## config.mk

```make
export PLATFORM = sky130hd
export DESIGN_NAME = pss_sequencer
export DESIGN_NICKNAME = d
export VERILOG_FILES = /design/src/pss_pkg.sv /design/src/pss_lines_if.sv /design/src/pss_line_sync.sv /design/src/pss_sequencer.sv
export SDC_FILE = /design/constraint.sdc
export NUM_CORES = 1
export LEC_CHECK = 0
export ABC_AREA = 1
export BUFFER_PORTS_ARGS = -buffer_cell sky130_fd_sc_hd__buf_2
export CAP_MARGIN = 30
export CORE_MARGIN = 4
export CORE_UTILIZATION = 45
export CTS_CLUSTER_SIZE = 30
export DETAILED_ROUTE_END_ITERATION = 7
export MAX_ROUTING_LAYER = met4
export PLACE_DENSITY = 0.75
export SYNTH_ARGS = -nofsm -noshare
export SYNTH_HDL_FRONTEND = slang
export SYNTH_SLANG_ARGS = --single-unit
export TNS_END_PERCENT = 5
```

## constraint.sdc

```tcl
create_clock -name pclk -period 3.1 [get_ports pclk]
set_input_delay 0.465 -clock pclk [delete_from_list [all_inputs] [get_ports pclk]]
set_output_delay 0.465 -clock pclk [all_outputs]
set_load 0.1 [all_outputs]
```

## src/pss_pkg.sv

```systemverilog
// constants, register map and types of the scan sequencer
`default_nettype none
package pss_pkg;
	localparam int unsigned CLK_PERIOD_NS    = 40;
	localparam int unsigned MIN_INTERVAL_NS  = 10000;
	localparam int unsigned MIN_UNIT_CYCLES  = (MIN_INTERVAL_NS + CLK_PERIOD_NS - 1) / CLK_PERIOD_NS;
	localparam int unsigned UNIT_TIME_NS     = 1000000;
	localparam int unsigned UNIT_CYCLES_DEF  = UNIT_TIME_NS / CLK_PERIOD_NS;

	localparam int unsigned LINE_COUNT       = 10;
	localparam int unsigned PROG_WIDTH       = 8;
	localparam int unsigned INTERVAL_WIDTH   = 16;
	localparam int unsigned CHAN_WIDTH       = 4;
	localparam int unsigned MUX_INPUTS       = 16;
	localparam int unsigned UNIT_WIDTH       = 16;

	localparam logic [11:0] ADDR_CTRL        = 12'h000;
	localparam logic [11:0] ADDR_UNIT        = 12'h004;
	localparam logic [11:0] ADDR_STATUS      = 12'h008;
	localparam logic [11:0] ADDR_PULSES      = 12'h00C;

	localparam int unsigned CTRL_MONO_BIT    = 0;
	localparam int unsigned CTRL_CASCADE_BIT = 1;
	localparam int unsigned CTRL_HIGH_LSB    = 8;
	localparam logic [31:0] CTRL_RESET       = 32'h0000_0000;

	localparam int unsigned STAT_CHAN_LSB    = 0;
	localparam int unsigned STAT_RUN_BIT     = 4;
	localparam int unsigned STAT_RESET_BIT   = 5;
	localparam int unsigned STAT_TRIG_BIT    = 6;
	localparam int unsigned STAT_PROG_LSB    = 8;

	typedef enum logic [2:0] {
		PSS_IDLE  = 3'b001,
		PSS_RUN   = 3'b010,
		PSS_HOLD  = 3'b100
	} pss_state_e;
endpackage : pss_pkg
`default_nettype wire

```

## src/pss_lines_if.sv

```systemverilog
// synchronised relay-driver lines passed from the line front end to the core
`timescale 1ns/1ps
`default_nettype none
interface pss_lines_if;
	import pss_pkg::*;
	logic [PROG_WIDTH-1:0] prog;
	logic                  reset_level;
	logic                  trigger_rise;
	logic                  trigger_level;
	modport front (output prog, output reset_level, output trigger_rise, output trigger_level);
	modport core  (input prog, input reset_level, input trigger_rise, input trigger_level);
endinterface : pss_lines_if
`default_nettype wire

```

## src/pss_line_sync.sv

```systemverilog
// two-stage synchroniser and trigger edge detect for the ten driver lines
`timescale 1ns/1ps
`default_nettype none
module pss_line_sync
	import pss_pkg::*;
(
	input  wire logic                  pclk,
	input  wire logic                  presetn,
	input  wire logic [PROG_WIDTH-1:0] interval_program_lines,
	input  wire logic                  sequencer_reset_line,
	input  wire logic                  scan_trigger_line,
	pss_lines_if.front                 lines
);
	logic [LINE_COUNT-1:0] meta;
	logic [LINE_COUNT-1:0] stable;
	logic                  trig_prev;
	logic [LINE_COUNT-1:0] next_meta;
	logic [LINE_COUNT-1:0] next_stable;
	logic                  next_trig_prev;

	always_comb begin
		// open crosspoint pulls high, closed one reads low: the level is taken as is
		next_meta      = {scan_trigger_line, sequencer_reset_line, interval_program_lines};
		next_stable    = meta;
		next_trig_prev = stable[LINE_COUNT-1];
	end

	always_ff @(posedge pclk or negedge presetn) begin
		if (!presetn) begin
			meta      <= '0;
			stable    <= '0;
			trig_prev <= 1'b0;
		end else begin
			meta      <= next_meta;
			stable    <= next_stable;
			trig_prev <= next_trig_prev;
		end
	end

	assign lines.prog          = stable[PROG_WIDTH-1:0];
	assign lines.reset_level   = stable[PROG_WIDTH];
	assign lines.trigger_level = stable[LINE_COUNT-1];
	assign lines.trigger_rise  = stable[LINE_COUNT-1] & ~trig_prev;
endmodule : pss_line_sync
`default_nettype wire

```

## src/pss_sequencer.sv

```systemverilog
// scan sequencer top: interval timer, channel counter, mux select and apb registers
//
// Local design decisions: the register offsets and the APB interface to the registers.
`timescale 1ns/1ps
`default_nettype none
module pss_sequencer
	import pss_pkg::*;
#(
	parameter int unsigned UNIT_CYCLES = UNIT_CYCLES_DEF
)(
	input  wire logic                  pclk,
	input  wire logic                  presetn,
	input  wire logic                  psel,
	input  wire logic                  penable,
	input  wire logic                  pwrite,
	input  wire logic [11:0]           paddr,
	input  wire logic [31:0]           pwdata,
	output logic [31:0]                prdata,
	output logic                       pready,
	output logic                       pslverr,
	input  wire logic [PROG_WIDTH-1:0] interval_program_lines,
	input  wire logic                  sequencer_reset_line,
	input  wire logic                  scan_trigger_line,
	output logic [CHAN_WIDTH-1:0]      channel_select_inputs,
	output logic [MUX_INPUTS-1:0]      mux_input_enable,
	output logic                       count_pulse,
	output logic [LINE_COUNT-1:0]      relay_on
);
	localparam logic [UNIT_WIDTH-1:0] UNIT_RESET = UNIT_WIDTH'(UNIT_CYCLES);
	localparam logic [UNIT_WIDTH-1:0] UNIT_MIN   = UNIT_WIDTH'(MIN_UNIT_CYCLES);

	pss_lines_if lines ();

	pss_line_sync u_sync (
		.pclk                   (pclk),
		.presetn                (presetn),
		.interval_program_lines (interval_program_lines),
		.sequencer_reset_line   (sequencer_reset_line),
		.scan_trigger_line      (scan_trigger_line),
		.lines                  (lines.front)
	);

	// register state
	logic                      ctrl_mono;
	logic                      ctrl_cascade;
	logic [PROG_WIDTH-1:0]     ctrl_high;
	logic [UNIT_WIDTH-1:0]     unit_cycles;
	logic [31:0]               pulse_total;
	logic [31:0]               next_prdata;
	logic                      next_pslverr;
	logic                      next_ctrl_mono;
	logic                      next_ctrl_cascade;
	logic [PROG_WIDTH-1:0]     next_ctrl_high;
	logic [UNIT_WIDTH-1:0]     next_unit_cycles;
	logic [31:0]               next_pulse_total;

	// timer state
	pss_state_e                state;
	logic [UNIT_WIDTH-1:0]     unit_cnt;
	logic [INTERVAL_WIDTH-1:0] interval_cnt;
	logic [CHAN_WIDTH-1:0]     channel;
	logic [MUX_INPUTS-1:0]     mux_sel;
	logic                      pulse;
	logic [LINE_COUNT-1:0]     relay_q;
	pss_state_e                next_state;
	logic [UNIT_WIDTH-1:0]     next_unit_cnt;
	logic [INTERVAL_WIDTH-1:0] next_interval_cnt;
	logic [CHAN_WIDTH-1:0]     next_channel;
	logic [MUX_INPUTS-1:0]     next_mux_sel;
	logic                      next_pulse;
	logic [LINE_COUNT-1:0]     next_relay_q;

	logic                      setup_phase;
	logic                      write_take;
	logic                      addr_ok;
	logic [INTERVAL_WIDTH-1:0] interval_value;
	logic [UNIT_WIDTH-1:0]     unit_limit;
	logic                      unit_tick;
	logic                      interval_done;
	logic                      pulse_clear;

	assign setup_phase = psel & ~penable;
	assign write_take  = psel & penable & pwrite;
	assign pulse_clear = write_take && !pslverr && (paddr == ADDR_PULSES);
	assign addr_ok     = (paddr == ADDR_CTRL) || (paddr == ADDR_UNIT) ||
	                     (paddr == ADDR_STATUS) || (paddr == ADDR_PULSES);

	// apb read path: data and error latched in the setup phase
	always_comb begin
		next_prdata  = prdata;
		next_pslverr = 1'b0;
		if (setup_phase) begin
			next_pslverr = ~addr_ok;
			next_prdata  = 32'h0000_0000;
			if (!pwrite) begin
				case (paddr)
					ADDR_CTRL: begin
						next_prdata[CTRL_MONO_BIT]                         = ctrl_mono;
						next_prdata[CTRL_CASCADE_BIT]                      = ctrl_cascade;
						next_prdata[CTRL_HIGH_LSB +: PROG_WIDTH]           = ctrl_high;
					end
					ADDR_UNIT: begin
						next_prdata[UNIT_WIDTH-1:0] = unit_cycles;
					end
					ADDR_STATUS: begin
						next_prdata[STAT_CHAN_LSB +: CHAN_WIDTH] = channel;
						next_prdata[STAT_RUN_BIT]                = (state == PSS_RUN);
						next_prdata[STAT_RESET_BIT]              = lines.reset_level;
						next_prdata[STAT_TRIG_BIT]               = lines.trigger_level;
						next_prdata[STAT_PROG_LSB +: PROG_WIDTH] = lines.prog;
					end
					ADDR_PULSES: begin
						next_prdata = pulse_total;
					end
					default: begin
						next_prdata = 32'h0000_0000;
					end
				endcase
			end
		end
	end

	always_ff @(posedge pclk or negedge presetn) begin
		if (!presetn) begin
			prdata  <= 32'h0000_0000;
			pslverr <= 1'b0;
		end else begin
			prdata  <= next_prdata;
			pslverr <= next_pslverr;
		end
	end

	// control registers; status and unmapped writes are dropped
	always_comb begin
		next_ctrl_mono    = ctrl_mono;
		next_ctrl_cascade = ctrl_cascade;
		next_ctrl_high    = ctrl_high;
		next_unit_cycles  = unit_cycles;
		if (write_take && !pslverr) begin
			case (paddr)
				ADDR_CTRL: begin
					next_ctrl_mono    = pwdata[CTRL_MONO_BIT];
					next_ctrl_cascade = pwdata[CTRL_CASCADE_BIT];
					next_ctrl_high    = pwdata[CTRL_HIGH_LSB +: PROG_WIDTH];
				end
				ADDR_UNIT: begin
					// clamp keeps the pulse rate at or below the ceiling
					if (pwdata[UNIT_WIDTH-1:0] < UNIT_MIN) begin
						next_unit_cycles = UNIT_MIN;
					end else begin
						next_unit_cycles = pwdata[UNIT_WIDTH-1:0];
					end
				end
				default: begin
					next_unit_cycles = unit_cycles;
				end
			endcase
		end
	end

	always_ff @(posedge pclk or negedge presetn) begin
		if (!presetn) begin
			ctrl_mono    <= CTRL_RESET[CTRL_MONO_BIT];
			ctrl_cascade <= CTRL_RESET[CTRL_CASCADE_BIT];
			ctrl_high    <= CTRL_RESET[CTRL_HIGH_LSB +: PROG_WIDTH];
			unit_cycles  <= (UNIT_RESET < UNIT_MIN) ? UNIT_MIN : UNIT_RESET;
		end else begin
			ctrl_mono    <= next_ctrl_mono;
			ctrl_cascade <= next_ctrl_cascade;
			ctrl_high    <= next_ctrl_high;
			unit_cycles  <= next_unit_cycles;
		end
	end

	// pulse counter: a pulse in the cycle of a clearing write still counts
	always_comb begin
		next_pulse_total = pulse_total;
		if (pulse_clear) begin
			next_pulse_total = 32'h0000_0000;
		end
		if (pulse) begin
			next_pulse_total = next_pulse_total + 32'h0000_0001;
		end
	end

	always_ff @(posedge pclk or negedge presetn) begin
		if (!presetn) begin
			pulse_total <= 32'h0000_0000;
		end else begin
			pulse_total <= next_pulse_total;
		end
	end

	assign pready = 1'b1;

	// interval value: low byte from the lines, high byte only with cascade
	assign interval_value = ctrl_cascade ? {ctrl_high, lines.prog} : {{PROG_WIDTH{1'b0}}, lines.prog};
	assign unit_limit     = unit_cycles - UNIT_WIDTH'(1);
	// at or past the limit, so a unit shortened mid-run ticks at once instead of after a wrap
	assign unit_tick      = (unit_cnt >= unit_limit);
	assign interval_done  = unit_tick && (interval_value != '0) &&
	                        (interval_cnt >= interval_value - INTERVAL_WIDTH'(1));

	// timer and channel counter
	always_comb begin
		next_state        = state;
		next_unit_cnt     = unit_cnt;
		next_interval_cnt = interval_cnt;
		next_channel      = channel;
		next_pulse        = 1'b0;
		case (state)
			PSS_IDLE: begin
				if (lines.trigger_rise) begin
					next_state        = PSS_RUN;
					next_unit_cnt     = '0;
					next_interval_cnt = '0;
				end
			end
			PSS_RUN: begin
				next_unit_cnt = unit_tick ? '0 : unit_cnt + UNIT_WIDTH'(1);
				if (unit_tick) begin
					next_interval_cnt = interval_cnt + INTERVAL_WIDTH'(1);
				end
				if (interval_done) begin
					next_pulse        = 1'b1;
					next_interval_cnt = '0;
					next_channel      = channel + CHAN_WIDTH'(1);
					if (ctrl_mono) begin
						next_state = PSS_HOLD;
					end
				end
			end
			PSS_HOLD: begin
				// one-shot finished; a new trigger rearms it
				if (lines.trigger_rise) begin
					next_state        = PSS_RUN;
					next_unit_cnt     = '0;
					next_interval_cnt = '0;
				end
			end
			default: begin
				next_state = PSS_IDLE;
			end
		endcase
		if (lines.reset_level) begin
			next_state        = PSS_IDLE;
			next_unit_cnt     = '0;
			next_interval_cnt = '0;
			next_channel      = '0;
			next_pulse        = 1'b0;
		end
		next_mux_sel = MUX_INPUTS'(1) << next_channel;
	end

	always_ff @(posedge pclk or negedge presetn) begin
		if (!presetn) begin
			state        <= PSS_IDLE;
			unit_cnt     <= '0;
			interval_cnt <= '0;
			channel      <= '0;
			mux_sel      <= MUX_INPUTS'(1);
			pulse        <= 1'b0;
		end else begin
			state        <= next_state;
			unit_cnt     <= next_unit_cnt;
			interval_cnt <= next_interval_cnt;
			channel      <= next_channel;
			mux_sel      <= next_mux_sel;
			pulse        <= next_pulse;
		end
	end

	// relay indication, one flop behind the synchronised lines
	always_comb begin
		next_relay_q = ~{lines.trigger_level, lines.reset_level, lines.prog};
	end

	always_ff @(posedge pclk or negedge presetn) begin
		if (!presetn) begin
			relay_q <= '0;
		end else begin
			relay_q <= next_relay_q;
		end
	end

	assign channel_select_inputs = channel;
	assign mux_input_enable      = mux_sel;
	assign count_pulse           = pulse;
	assign relay_on              = relay_q;
endmodule : pss_sequencer
`default_nettype wire

```

Yosys cells after proc, flatten, opt, wreduce, memory -nomap -nowiden
Index checks and enable logic that the tools add are counted.
{"block": "word_totals", "reg_bits": 178, "elab_cells": 92}
{"block": "classes", "add_sub_neg": 6, "magnitude_cmp": 3, "n_eq_ne": 10, "n_shift": 1, "n_mux": 30, "bitwise_logic": 8, "n_reduce_logical": 17}
{"operator": "16-bit two-way mux", "n": 9}
{"operator": "32-bit two-way mux", "n": 3}
{"operator": "16-bit one-hot mux with 2 select lines", "n": 2}
{"operator": "16-bit by 1-bit adder with 16-bit output (second input constant)", "n": 2}
{"operator": "32-bit by 1-bit adder with 32-bit output (second input constant)", "n": 1}
{"operator": "16-bit greater-or-equal comparator", "n": 2}
{"operator": "8-bit one-hot mux with 4 select lines", "n": 1}
{"operator": "16-bit by 1-bit subtractor with 16-bit output (second input constant)", "n": 2}
{"operator": "12-bit by 4-bit == test with 1-bit output (second input constant)", "n": 2}
{"operator": "16-bit by 8-bit < comparator with 1-bit output (second input constant)", "n": 1}
{"operator": "16-bit nonzero test", "n": 1}
{"operator": "1-bit by 4-bit left shift with 16-bit output (first input constant)", "n": 1}
{"operator": "5-bit one-hot mux with 3 select lines", "n": 1}
{"operator": "12-bit by 3-bit == test with 1-bit output (second input constant)", "n": 1}
{"operator": "12-bit logical NOT", "n": 1}
{"operator": "3-bit two-way mux", "n": 4}
{"operator": "4-bit two-way mux", "n": 3}
{"operator": "10-bit inverter", "n": 1}
{"operator": "2-bit one-hot mux with 4 select lines", "n": 1}
{"operator": "3-bit by 2-bit inequality test with 1-bit output (second input constant)", "n": 2}
{"operator": "3-bit one-hot mux with 2 select lines", "n": 1}
{"operator": "2-bit AND reduction", "n": 3}
{"operator": "3-bit AND reduction", "n": 2}
{"operator": "4-bit by 1-bit adder with 4-bit output (second input constant)", "n": 1}
{"operator": "14 further kinds", "n": 27}

Depth between registers and ports, before layout
Gate-level depths: netlist (run 1).
{"block": "logic_depth", "word_depth": 8, "mapped_depth": 24, "mapped_depth_nobuf": 24}

Hierarchy
Synthesis (run 1) repeated with hierarchy kept, for this count alone.
{"block": "unflattened", "cells_unflattened": 1124, "area_unflattened_um2": 9534.1}
{"module": "pss_sequencer", "instances": 1, "cells_each": 1101, "area_each_um2": 8998.6, "seq_area_each_um2": 3938.8}
{"module": "pss_line_sync", "instances": 1, "cells_each": 23, "area_each_um2": 535.5, "seq_area_each_um2": 525.5}

Worst setup path before layout (run 1)
OpenSTA, ideal clock, no wires.
{"block": "synth_path", "path_type": "register to register", "from": "register unit_cycles[0]", "to": "register interval_cnt[9]", "setup_time_ns": 0.124, "arrival_time_ns": 3.230, "path_slack_ns": -0.255, "stages_incl_launch_ff": 23, "n_path_buf": 0, "synth_period_minus_slack_ns": 3.355, "path_cell_list": "dfrtp_1 -> inv_1 -> ha_1 -> nand3_1 -> nor3_1 -> nand2_1 -> nor2_1 -> nand2_1 -> nor3_1 -> nand3b_1 -> xor2_1 -> ha_1 -> nand4_1 -> nor3_1 -> nand2_1 -> nand2_1 -> inv_1 -> nand2_1 -> nand2_4 -> nor2_1 -> nand2_1 -> o21ai_0 -> a21oi_1"}
{"block": "synth_between", "elab_chain_cells": 7, "word_cells_on_any_way": 9, "cone_classes": "add/sub: 1; order compare: 1; eq/ne: 1; mux: 3; reduce/logical: 3"}
{"element": "start: declaration", "line_no": "pss_sequencer.sv:47", "source": "logic [UNIT_WIDTH-1:0] unit_cycles;"}
{"element": "start signal: assignment", "line_no": "pss_sequencer.sv:166", "source": "unit_cycles <= (UNIT_RESET < UNIT_MIN) ? UNIT_MIN : UNIT_RESET;"}
{"element": "start signal: assignment", "line_no": "pss_sequencer.sv:171", "source": "unit_cycles <= next_unit_cycles;"}
{"element": "16-bit by 1-bit subtractor with 16-bit output *", "line_no": "pss_sequencer.sv:198", "source": "assign unit_limit = unit_cycles - UNIT_WIDTH'(1);"}
{"element": "16-bit greater-or-equal comparator *", "line_no": "pss_sequencer.sv:200", "source": "assign unit_tick = (unit_cnt >= unit_limit);"}
{"element": "1-bit logical AND (2 in series)", "line_no": "pss_sequencer.sv:201", "source": "assign interval_done = unit_tick && (interval_value != '0) &&"}
{"element": "16-bit two-way mux", "line_no": "pss_sequencer.sv:224", "source": "if (interval_done) begin"}
{"element": "16-bit one-hot mux with 2 select lines", "line_no": "pss_sequencer.sv:211", "source": "case (state)"}
{"element": "16-bit two-way mux", "line_no": "pss_sequencer.sv:245", "source": "if (lines.reset_level) begin"}
{"element": "end signal: assignment", "line_no": "pss_sequencer.sv:266", "source": "interval_cnt <= next_interval_cnt;"}
{"element": "end: declaration", "line_no": "pss_sequencer.sv:60", "source": "logic [INTERVAL_WIDTH-1:0] interval_cnt;"}
Mark *: on every way between the ends. The rest lies on a longest branch, timed or not.
A chain may end at the register's enable or synchronous reset.

Final worst setup path (run 1)
{"block": "layout_path", "from": "register unit_cycles[3]", "to": "register mux_sel[5] (netlist: mux_input_enable[5])"}
{"block": "layout_between", "elab_chain_cells": 8}
{"element": "16-bit by 1-bit subtractor with 16-bit output", "line_no": "pss_sequencer.sv:198"}
{"element": "16-bit greater-or-equal comparator", "line_no": "pss_sequencer.sv:200"}
{"element": "1-bit logical AND (2 in series)", "line_no": "pss_sequencer.sv:201"}
{"element": "4-bit two-way mux", "line_no": "pss_sequencer.sv:224"}
{"element": "4-bit two-way mux", "line_no": "pss_sequencer.sv:211"}
{"element": "4-bit two-way mux", "line_no": "pss_sequencer.sv:245"}
{"element": "named net next_channel[2]", "line_no": "pss_sequencer.sv:68", "source": "logic [CHAN_WIDTH-1:0] next_channel;"}
{"element": "1-bit by 4-bit left shift with 16-bit output", "line_no": "pss_sequencer.sv:252", "source": "next_mux_sel = MUX_INPUTS'(1) << next_channel;"}
{"element": "named net next_mux_sel[5]", "line_no": "pss_sequencer.sv:69", "source": "logic [MUX_INPUTS-1:0] next_mux_sel;"}
{"element": "end signal: assignment", "line_no": "pss_sequencer.sv:268", "source": "mux_sel <= next_mux_sel;"}
{"element": "end: declaration", "line_no": "pss_sequencer.sv:62", "source": "logic [MUX_INPUTS-1:0] mux_sel;"}
The timed path passes the listed nets, and every way through them passes these cells.

==> metrics.txt, run 1 <==
outcome complete, but fails checks; failing checks negative setup slack; H-tree Lvls 4; clock root buffer clkbuf_16; critical path arrival around 3.7 ns; static leakage 0.00592 uW; reg2reg setup slack -0.25 ns; syn nets 1,226; Yosys reg bits 178; Die Ht 154 um; Placer Congestion 0.927; final non-filler cell total 1,604; Cell Rows 53; clock buffer depth 2; Tcrit/Tclk final 108%; ANT nets after route 0; placed cells 1,553; Hold WC Path Type in -> async; share of the synthesized area in the top cell type 44.3%; WS Path Type reg -> reg; Comb pwr share 17.7%; core area 21,000 sq um; Vias/cell 5.13; Data required, critical path between 3 and 4 ns; Syn-to-layout area delta 24.5%; Clock Skew 0.0101 ns; Distinct cells, synth 50; die area roughly 24,000 sq um; pwr dens about 470 nW/um^2; number of global-route vias before repair 8,229; Seq pwr share 42.7%; hpwl dp 18.3 mm; IO buf count 106; antenna violations before repair 2; CP max stage delay between 0.5 and 0.6 ns; Mapped Avg Cell Area roughly 8.5 sq um; slowest cell on the critical path dfstp_2; # IOs 124; crit-path most repeated cell buf_4; worst slew pin tran roughly 0.83 ns; routed wire length per instance 15.3 um; final count of hold timing violations 0; synth top area cells dfrtp_1 44%, nand2_1 7.5%, inv_1 5.4%, o21ai_0 5.3%, ha_1 5.0%; Yosys warnings 0; Fin Setup TNS -7.88 ns; Int Pwr 3910 uW; clock power share 39.6%; VDD IR max around 0.38 mV; fin util between 50% and 60%; fraction of registers with async set/reset 100%; clock sinks 178; share of cells above drive strength 1 27.7%; Initial Util 45.7%; most frequent cells in the layout 178 x nand2_1, 170 x dfrtp_1, 128 x inv_1; Die X 154 um; Clk Latency, worst-skew pair 0.44 ns; Buf/Inv on CP 8; DR iter-0 viols 450; DR vias between 8,000 and 9,000; ys flop type dfrtp_1; CTS tree yes; Pre-antenna DRT Iters 5; sequential-to-total area share from yosys stat 46.5%; Max-slew headroom 44.7%; CP endpoint kind flip-flop; # DRC 0; fin crit period 3.35 ns; critical path fanouts, max 5; Post-Syn Area 9600 sq um; achievable clock frequency 298 MHz; largest net degree at the start of global routing 89; Final setup viols 44; total CTS buffers 17; GRT Util Overall 21.8%; Max Cap Violations 0; CP delay by family, top simple AND/OR/NAND/NOR gates; total congestion overflow 0; post-synth top area cell dfrtp_1; global-route wire length before repair 40.5 mm; wirelength, routed 24.6 mm; fin. max-slew vios 0; Startpoint Class flip-flop; Cells after Synth roughly 1,100; worst setup margin -0.252 ns; Worst-path clk slew approximately 0.07 ns; setup repair after global routing missed its margin true; Sw Share 31.0%; fillcell total around 1,800; commonest non-fill, non-tap cell in the layout nand2_1; Final #Nets 1,411; number of synthesized flops with an enable pin 0; sw power 1760 uW
through the flow:
stage / setup slack [ns] / area (sq um) / hold slack (ns) / power, uW
2_1_floorplan: -0.0535 / 9650 / 0.169 / 3000
3_3_place_gp: -0.386 / 10900 / 0.332 / 3330
3_5_place_dp: -0.528 / 10900 / 0.336 / 3350
4_1_cts: -0.185 / 11900 / 0.119 / 5660
5_1_grt: -0.479 / 11900 / 0.115 / 5890
6_report: -0.252 / 11900 / 0.0890 / 5670
power groups by stage:
stage	Clock, uW	Sequential [uW]	Combinational [uW]
final	2250	2420	1000
after global routing	2380	2420	1090
after CTS	2270	2420	975
after detailed placement	0	2460	888
after global placement	0	2460	869
after floorplan	0	2580	421
path summary, 6_finish.rpt:
path | startpoint | endpoint | cells past startpoint
setup / recovery | unit_cycles[3] | mux_input_enable[5] | 25
hold / removal | presetn | ctrl_high[5] | 1
setup reg to reg | unit_cycles[3] | mux_input_enable[5] | 25
hold reg to reg | u_sync.meta[8] | u_sync.stable[8] | 0
max in group asynchronous | presetn | pulse_total[20] | 2
min in group pclk | interval_program_lines[3] | u_sync.meta[3] | 1
state kept, by name (all words and copies together) (netlist names), 3 cells and up:
name	count
relay_on	10
prdata	32
pulse_total	32
mux_input_enable	16
unit_cycles	16
channel_select_inputs	4
unit_cnt	16
u_sync.stable	10
u_sync.meta	10
interval_cnt	16
state	3
ctrl_high	8
cell usage after synthesis (4+ instances only):
master / n
dfrtp_1: 170
nand4_1: 18
inv_1: 137
nor3_2: 4
inv_2: 15
nand2_2: 12
buf_2: 4
nor2_4: 9
dfstp_2: 8
ha_1: 38
o22ai_1: 10
nand2_4: 7
a221oi_1: 10
clkbuf_1: 18
o21ai_0: 101
nand3_2: 7
a31oi_1: 5
nand3_1: 77
xor2_1: 49
nor2_2: 11
nand2_1: 191
xnor2_1: 18
nor4_1: 4
a21oi_1: 31
nor2_1: 116
o31ai_1: 5
nor3_1: 20
layout make-up:
cell class	count	area (sq um)	area share (%)
Multi-Input combinational cell	770	4700	39.4
Sequential cell	178	4460	37.4
Timing Repair Buffer	193	1230	10.3
Inverter	154	596	4.98
Clock buffer	17	425	3.56
Tap cell	275	344	2.88
Clock inverter	15	185	1.55
Antenna cell	2	5.00	0.0419
routing by layer:
metal	wire, um	GRT usage [%]
met5	0	-
met4	807	8.54
met3	1060	4.36
met2	12200	35.8
met1	10500	26.5
logic make-up (layout without fill, tap and decap cells):
logic type / after synthesis / count (layout) / share of synthesized area (%)
flops: 178 / 178 / 46.5
compound gates: 175 / 175 / 10.3
buf+inv: 181 / 379 / 7.60
xor+xnor: 67 / 67 / 6.11
fa+ha+maj: 38 / 38 / 4.95
other cells: 1 / 3 / 0.0391
simple gates: 489 / 489 / 24.5
what timing repair did:
action	CTS	global route
gates resized for setup	58	19
endpoints found under the setup margin	55	55
hold buffers	0	0
setup buffers	16	1
pin swaps	30	8
hold endpoints to repair	0	0
Note: power is estimated with default switching activity, not from simulation.
==> inputs of run 2 (changes only) <==
- CORE_UTILIZATION: 45 -> 50
- PLACE_DENSITY: 0.75 -> 0.81
==> run 2 against run 1 <==
The flow still finishes with violations (negative setup slack). Sequential share of layout area increased by 0.67 points. Critical path depth is 3 lower. Utilization up 5.7 points.
==> metrics.txt, run 2 (same netlist as run 1, synthesis figures left out) <==
setup repair after global routing missed its margin true; share of cells above drive strength 1 26.0%; CP endpoint kind flip-flop; Seq. cell area roughly 4500 sq um; WS Path Type reg -> reg; static leakage 0.00584 uW; Top Metal Used met4; hold_ws 0.0207 ns; Placer Congestion about 0.9; Clock Skew roughly 0.0096 ns; Final setup viols 54; ant diodes 0; # DRC 0; Pre-antenna DRT Iters 5; final non-filler cell total roughly 1,600; fin. max-slew vios 0; # IOs 124; fillcell total between 1,500 and 2,000; Max Cap Violations 0; critical path fanouts, max 4; Syn-to-layout area delta 22.3%; VDD IR max 0.442 mV; final count of hold timing violations 0; CP max stage delay 0.39 ns; ANT nets after route 0; failing checks negative setup slack; H-tree Lvls 4; Max-slew headroom 47.8%; pwr dens approximately 470 nW/um^2; met2 WL 12.9 mm; total congestion overflow 0; Cell Chain, Critical Path inv_2 -> buf_4 -> nand3_2 -> nor3_4 -> nand4_1 -> nor3_2 -> nand2_1 -> nor2_1 -> xor2_1 -> inv_1 -> ha_4 -> nand4_1 -> a21oi_1 -> nor2_2 -> nand2_2 -> nand2_2 -> nor2_4 -> buf_4 -> a21oi_1 -> or2_1 -> nand2_1 -> o21ai_0; Tcrit/Tclk final 112%; Worst-path clk slew 0.07 ns; M1 WL 9.92 mm; Initial Util around half; wirelength, routed between 20 and 30 mm; die area 21,500 sq um; achievable clock frequency 289 MHz; critical path arrival 3.79 ns; clock sinks 178; multi-input logic area approximately 4600 sq um; largest net degree at the start of global routing 66; Die Ht ~150 um; DP Worst Slack -0.489 ns; total CTS buffers 17; hpwl dp 18.3 mm; Clk Latency, worst-skew pair 0.44 ns; antenna violations before repair 0; most frequent cells in the layout 181 x nand2_1, 170 x dfrtp_1, 134 x inv_1; Data required, critical path about 3.4 ns; fin crit period 3.46 ns; biggest regs prdata: 32 flops, pulse_total: 32 flops; Die X 147 um; hold buffers post-CTS 0; DR iter-0 viols 559; clock root buffer clkbuf_16; outcome complete, but fails checks; Vias/cell between 5 and 6; Hold WC Path Type in -> async; Cell Rows 50; CTS tree yes; final design area excluding fillers 11,700 sq um; commonest non-fill, non-tap cell in the layout nand2_1; global-route wire length before repair ~41 mm; dpl cell area about 11,000 sq um; clock buffer depth 2; met3 wire len 1.41 mm; placed cells between 1,500 and 2,000; IO buf count ~110; worst setup margin -0.359 ns; Final #Nets roughly 1,400; Startpoint Class flip-flop; routed wire length per instance 16.2 um; Fin Setup TNS -12.84 ns; DR vias 8,465; slowest cell on the critical path dfrtp_1; core area about 19,000 sq um; number of global-route vias before repair 8,305; worst slew pin tran between 0.7 and 0.8 ns; GRT Util Overall around a quarter
run 2: cell types whose count changed in the layout (fill, tap and decap cells not counted), sizes merged:
cell and delta:
bufinv -1, clkinv +1, diode -2, buf -9
run 2: worst paths after layout:
check                           depth (start not counted)                      start  slack (ns)                to
worst max-delay path                                   22             unit_cycles[1]       -0.36          state[2]
worst min-delay path                                    1                    presetn        0.02    u_sync.meta[7]
worst max register to register                         22             unit_cycles[1]       -0.36          state[2]
worst min register to register                          0             u_sync.meta[2]        0.35  u_sync.stable[2]
max in group asynchronous                               2                    presetn        2.28          state[0]
min in group pclk                                       1  interval_program_lines[5]        0.13    u_sync.meta[5]
run 2: metal layers:
metal / up-vias / track usage (%)
met4: 0 / 10.2
met5: - / -
met2: 303 / 41.6
met3: 68 / 4.22
li1: 4037 / -
met1: 4057 / 27.8
run 2: area by class of cell:
| cell class | instances | area share [%] |
|---|---|---|
| clock buffers | 17 | 3.62 |
| flip-flops and latches | 178 | 38.0 |
| clock inverters | 15 | 1.38 |
| repair buffers | 184 | 9.84 |
| multi-input cells | 770 | 39.6 |
| inverters | 154 | 5.07 |
| well taps | 234 | 2.49 |
run 2: critical path: cells and delay by family (launching register included):
family	cells	cell delay [ns]
buffers and inverters	4	0.44
AO/OA/AOI/OAI	3	0.32
flip-flops	1	0.39
adder cells (fa/ha/maj)	1	0.28
AND/OR/NAND/NOR	13	1.74
XOR/XNOR	1	0.16
run 2: what timing repair did:
action / 4_1_cts / 5_1_grt
setup buffers: 4 / 4
pin swaps: 16 / 13
endpoints found under the setup margin: 55 / 55
resized for setup: 36 / 18
run 2: where the power goes:
part	leakage, uW	switching [uW]	internal [uW]
combinational	0.00320	687	281
sequential	0.00235	36.6	2380
clock	0.000288	1020	1150
total	0.00584	1750	3810
run 2: per-stage QoR:
step | utilization (%) | total power (uW)
after floorplan | - | 3000
after global placement | 58.0 | 3310
after detailed placement | 58.0 | 3330
after CTS | 62.1 | 5550
after global routing | 62.5 | 5780
final | 62.5 | 5560
==> inputs of run 3 (changes only) <==
==> constraint.sdc (replaced) <==
create_clock -name pclk -period 3.1 [get_ports pclk]
set_input_delay 0.93 -clock pclk [delete_from_list [all_inputs] [get_ports pclk]]
set_output_delay 0.93 -clock pclk [all_outputs]
set_load 0.1 [all_outputs]
==> run 3 against run 2 <==
The run still ends with negative setup slack left. Via count increased by 2.5%. Clock power is 6% higher. Global-route usage is 0.79 points higher. Critical endpoint is now mux_input_enable[3]. Largest power group unchanged. Highest routed layer unchanged.
==> metrics.txt, run 3 (same netlist as run 1, synthesis figures left out) <==
WS Path Type reg -> reg; routed wire length per instance 16.4 um; GRT Util Overall 24.9%; Worst-path clk slew 0.06 ns; largest net degree at the start of global routing 59; hold_ws approximately 0.35 ns; clock buffer depth 2; Pre-antenna DRT Iters 6; commonest non-fill, non-tap cell in the layout nand2_1; fin util 63.8%; fin crit period 3.55 ns; hold endpoint u_sync.stable[7]; core area about 19,000 sq um; Syn-to-layout area delta 24.7%; Hold WC Path Type reg -> reg; setup repair after global routing missed its margin true; IO buf count 106; clock sinks 178; ANT nets after route 0; Data required, critical path 3.46 ns; number of global-route vias before repair 8,781; Cell Rows 50; critical path fanouts, max 4; share of cells above drive strength 1 27.5%; critical path arrival ~3.9 ns; Final #Nets 1,418; die area 21,500 sq um; outcome complete, but fails checks; R2R depth 22; crit path from unit_cycles[0]; CP endpoint kind flip-flop; worst setup margin -0.447 ns; placed cells about 1,500; Clock Skew between 0.008 and 0.009 ns; static leakage roughly 0.006 uW; clock root buffer clkbuf_16; fin. max-slew vios 0; Vias/cell approximately 5.5; reg2reg setup slack -0.45 ns; Max-slew headroom 61.1%; hpwl dp 18.4 mm; DR iter-0 viols 698; Final setup viols 53; Startpoint Class flip-flop; hold buffers post-CTS 0; pwr dens around 480 nW/um^2; DR vias 8,677; reg2reg start unit_cycles[0]; final count of hold timing violations 0; # DRC 0; reg2reg end mux_input_enable[3]; # IOs between 100 and 150; failing checks negative setup slack; global-route wire length before repair 42.0 mm; VDD IR max 0.388 mV; final non-filler cell total 1,570; H-tree Lvls 4; worst slew pin tran just under 0.6 ns; final design area excluding fillers 12,000 sq um; antenna violations before repair 2; Tcrit/Tclk final 114%; wirelength, routed ~26 mm; Max Cap Violations 0; Clk Latency, worst-skew pair 0.44 ns; biggest regs prdata: 32 flops, pulse_total: 32 flops; total CTS buffers 17; most frequent cells in the layout 176 x nand2_1, 170 x dfrtp_1, 133 x inv_1; Initial Util 51.1%; dpl cell area 10,900 sq um; Die Ht 147 um; Hold Crit Start u_sync.meta[7]; CTS tree yes; Die X 147 um; Hold Crit Depth 0; Placer Congestion 0.939; total congestion overflow 0; achievable clock frequency approximately 280 MHz
-- run 3: changes by cell type in the layout (fill, tap and decap cells not counted), moves of 4 or more --
cell,before,now
nand2_2,21,25
buf_4,75,86
inv_8,5,1
o21ai_0,95,91
nand2_1,181,176
buf_6,1,6
-- run 3: metal layers --
layer	GRT usage (%)	vias up	part of all wire (%)	routed length (um)
met3	3.69	77	5.1	1320
li1	-	4075	-	-
met2	42.0	323	51	13100
met5	-	-	0	0
met1	29.2	4202	40	10300
met4	12.4	0	4.2	1070
-- run 3: report_power, final --
| part | total [uW] | switching (uW) | internal [uW] |
|---|---|---|---|
| registers | 2420 | 36.4 | 2390 |
| logic | 1000 | 707 | 294 |
| clock network | 2300 | 921 | 1380 |
-- run 3: final cells by class --
cell class | instances | area (sq um)
clock buffers | 20 | 447
repair buffers | 200 | 1290
fillers | 1442 | 6800
inverters | 154 | 593
multi-input cells | 770 | 4700
clock inverters | 12 | 178
well taps | 234 | 293
flip-flops and latches | 178 | 4460
diodes | 2 | 5.00
-- run 3: how the worst max path moves through the flow --
stage                            to  slack [ns]  depth (start not counted)
6_report        mux_input_enable[3]       -0.45                         22
3_5_place_dp            unit_cnt[8]       -0.47                         21
4_1_cts         mux_input_enable[5]       -0.36                         23
5_1_grt         mux_input_enable[9]       -0.62                         22
2_1_floorplan  mux_input_enable[13]       -0.05                         23
3_3_place_gp    mux_input_enable[2]       -0.41                         23
-- run 3: repair_timing --
action,CTS,global route
pin swaps,24,19
cloned,0,0
gates resized for setup,49,27
setup endpoints to repair,55,56
buffers inserted,12,3
-- run 3: through the flow --
stage	power, uW	setup TNS (ns)	setup slack (ns)
5_1_grt	5930	-23.58	-0.624
4_1_cts	5700	-10.53	-0.360
3_5_place_dp	3340	-18.39	-0.467
2_1_floorplan	3000	-0.721	-0.0535
3_3_place_gp	3320	-15.91	-0.406
6_report	5720	-14.71	-0.447
-- run 3: worst max-delay path, cell delays in order (launching register included) --
cell      delay, ns
dfrtp_1        0.39
inv_2          0.09
buf_6          0.10
ha_4           0.14
nand3_4        0.10
nor3_4         0.14
nand2_1        0.09
nor2_2         0.15
nand2_2        0.10
nor3_4         0.14
nand3b_1       0.11
xor2_1         0.15
ha_1           0.30
nand4_1        0.16
nor3_2         0.16
nand2_1        0.12
nand2_2        0.15
nand4_1        0.20
nand2_1        0.18
nand3_2        0.13
nor2_2         0.14
nand2_1        0.09
nor2_1         0.12
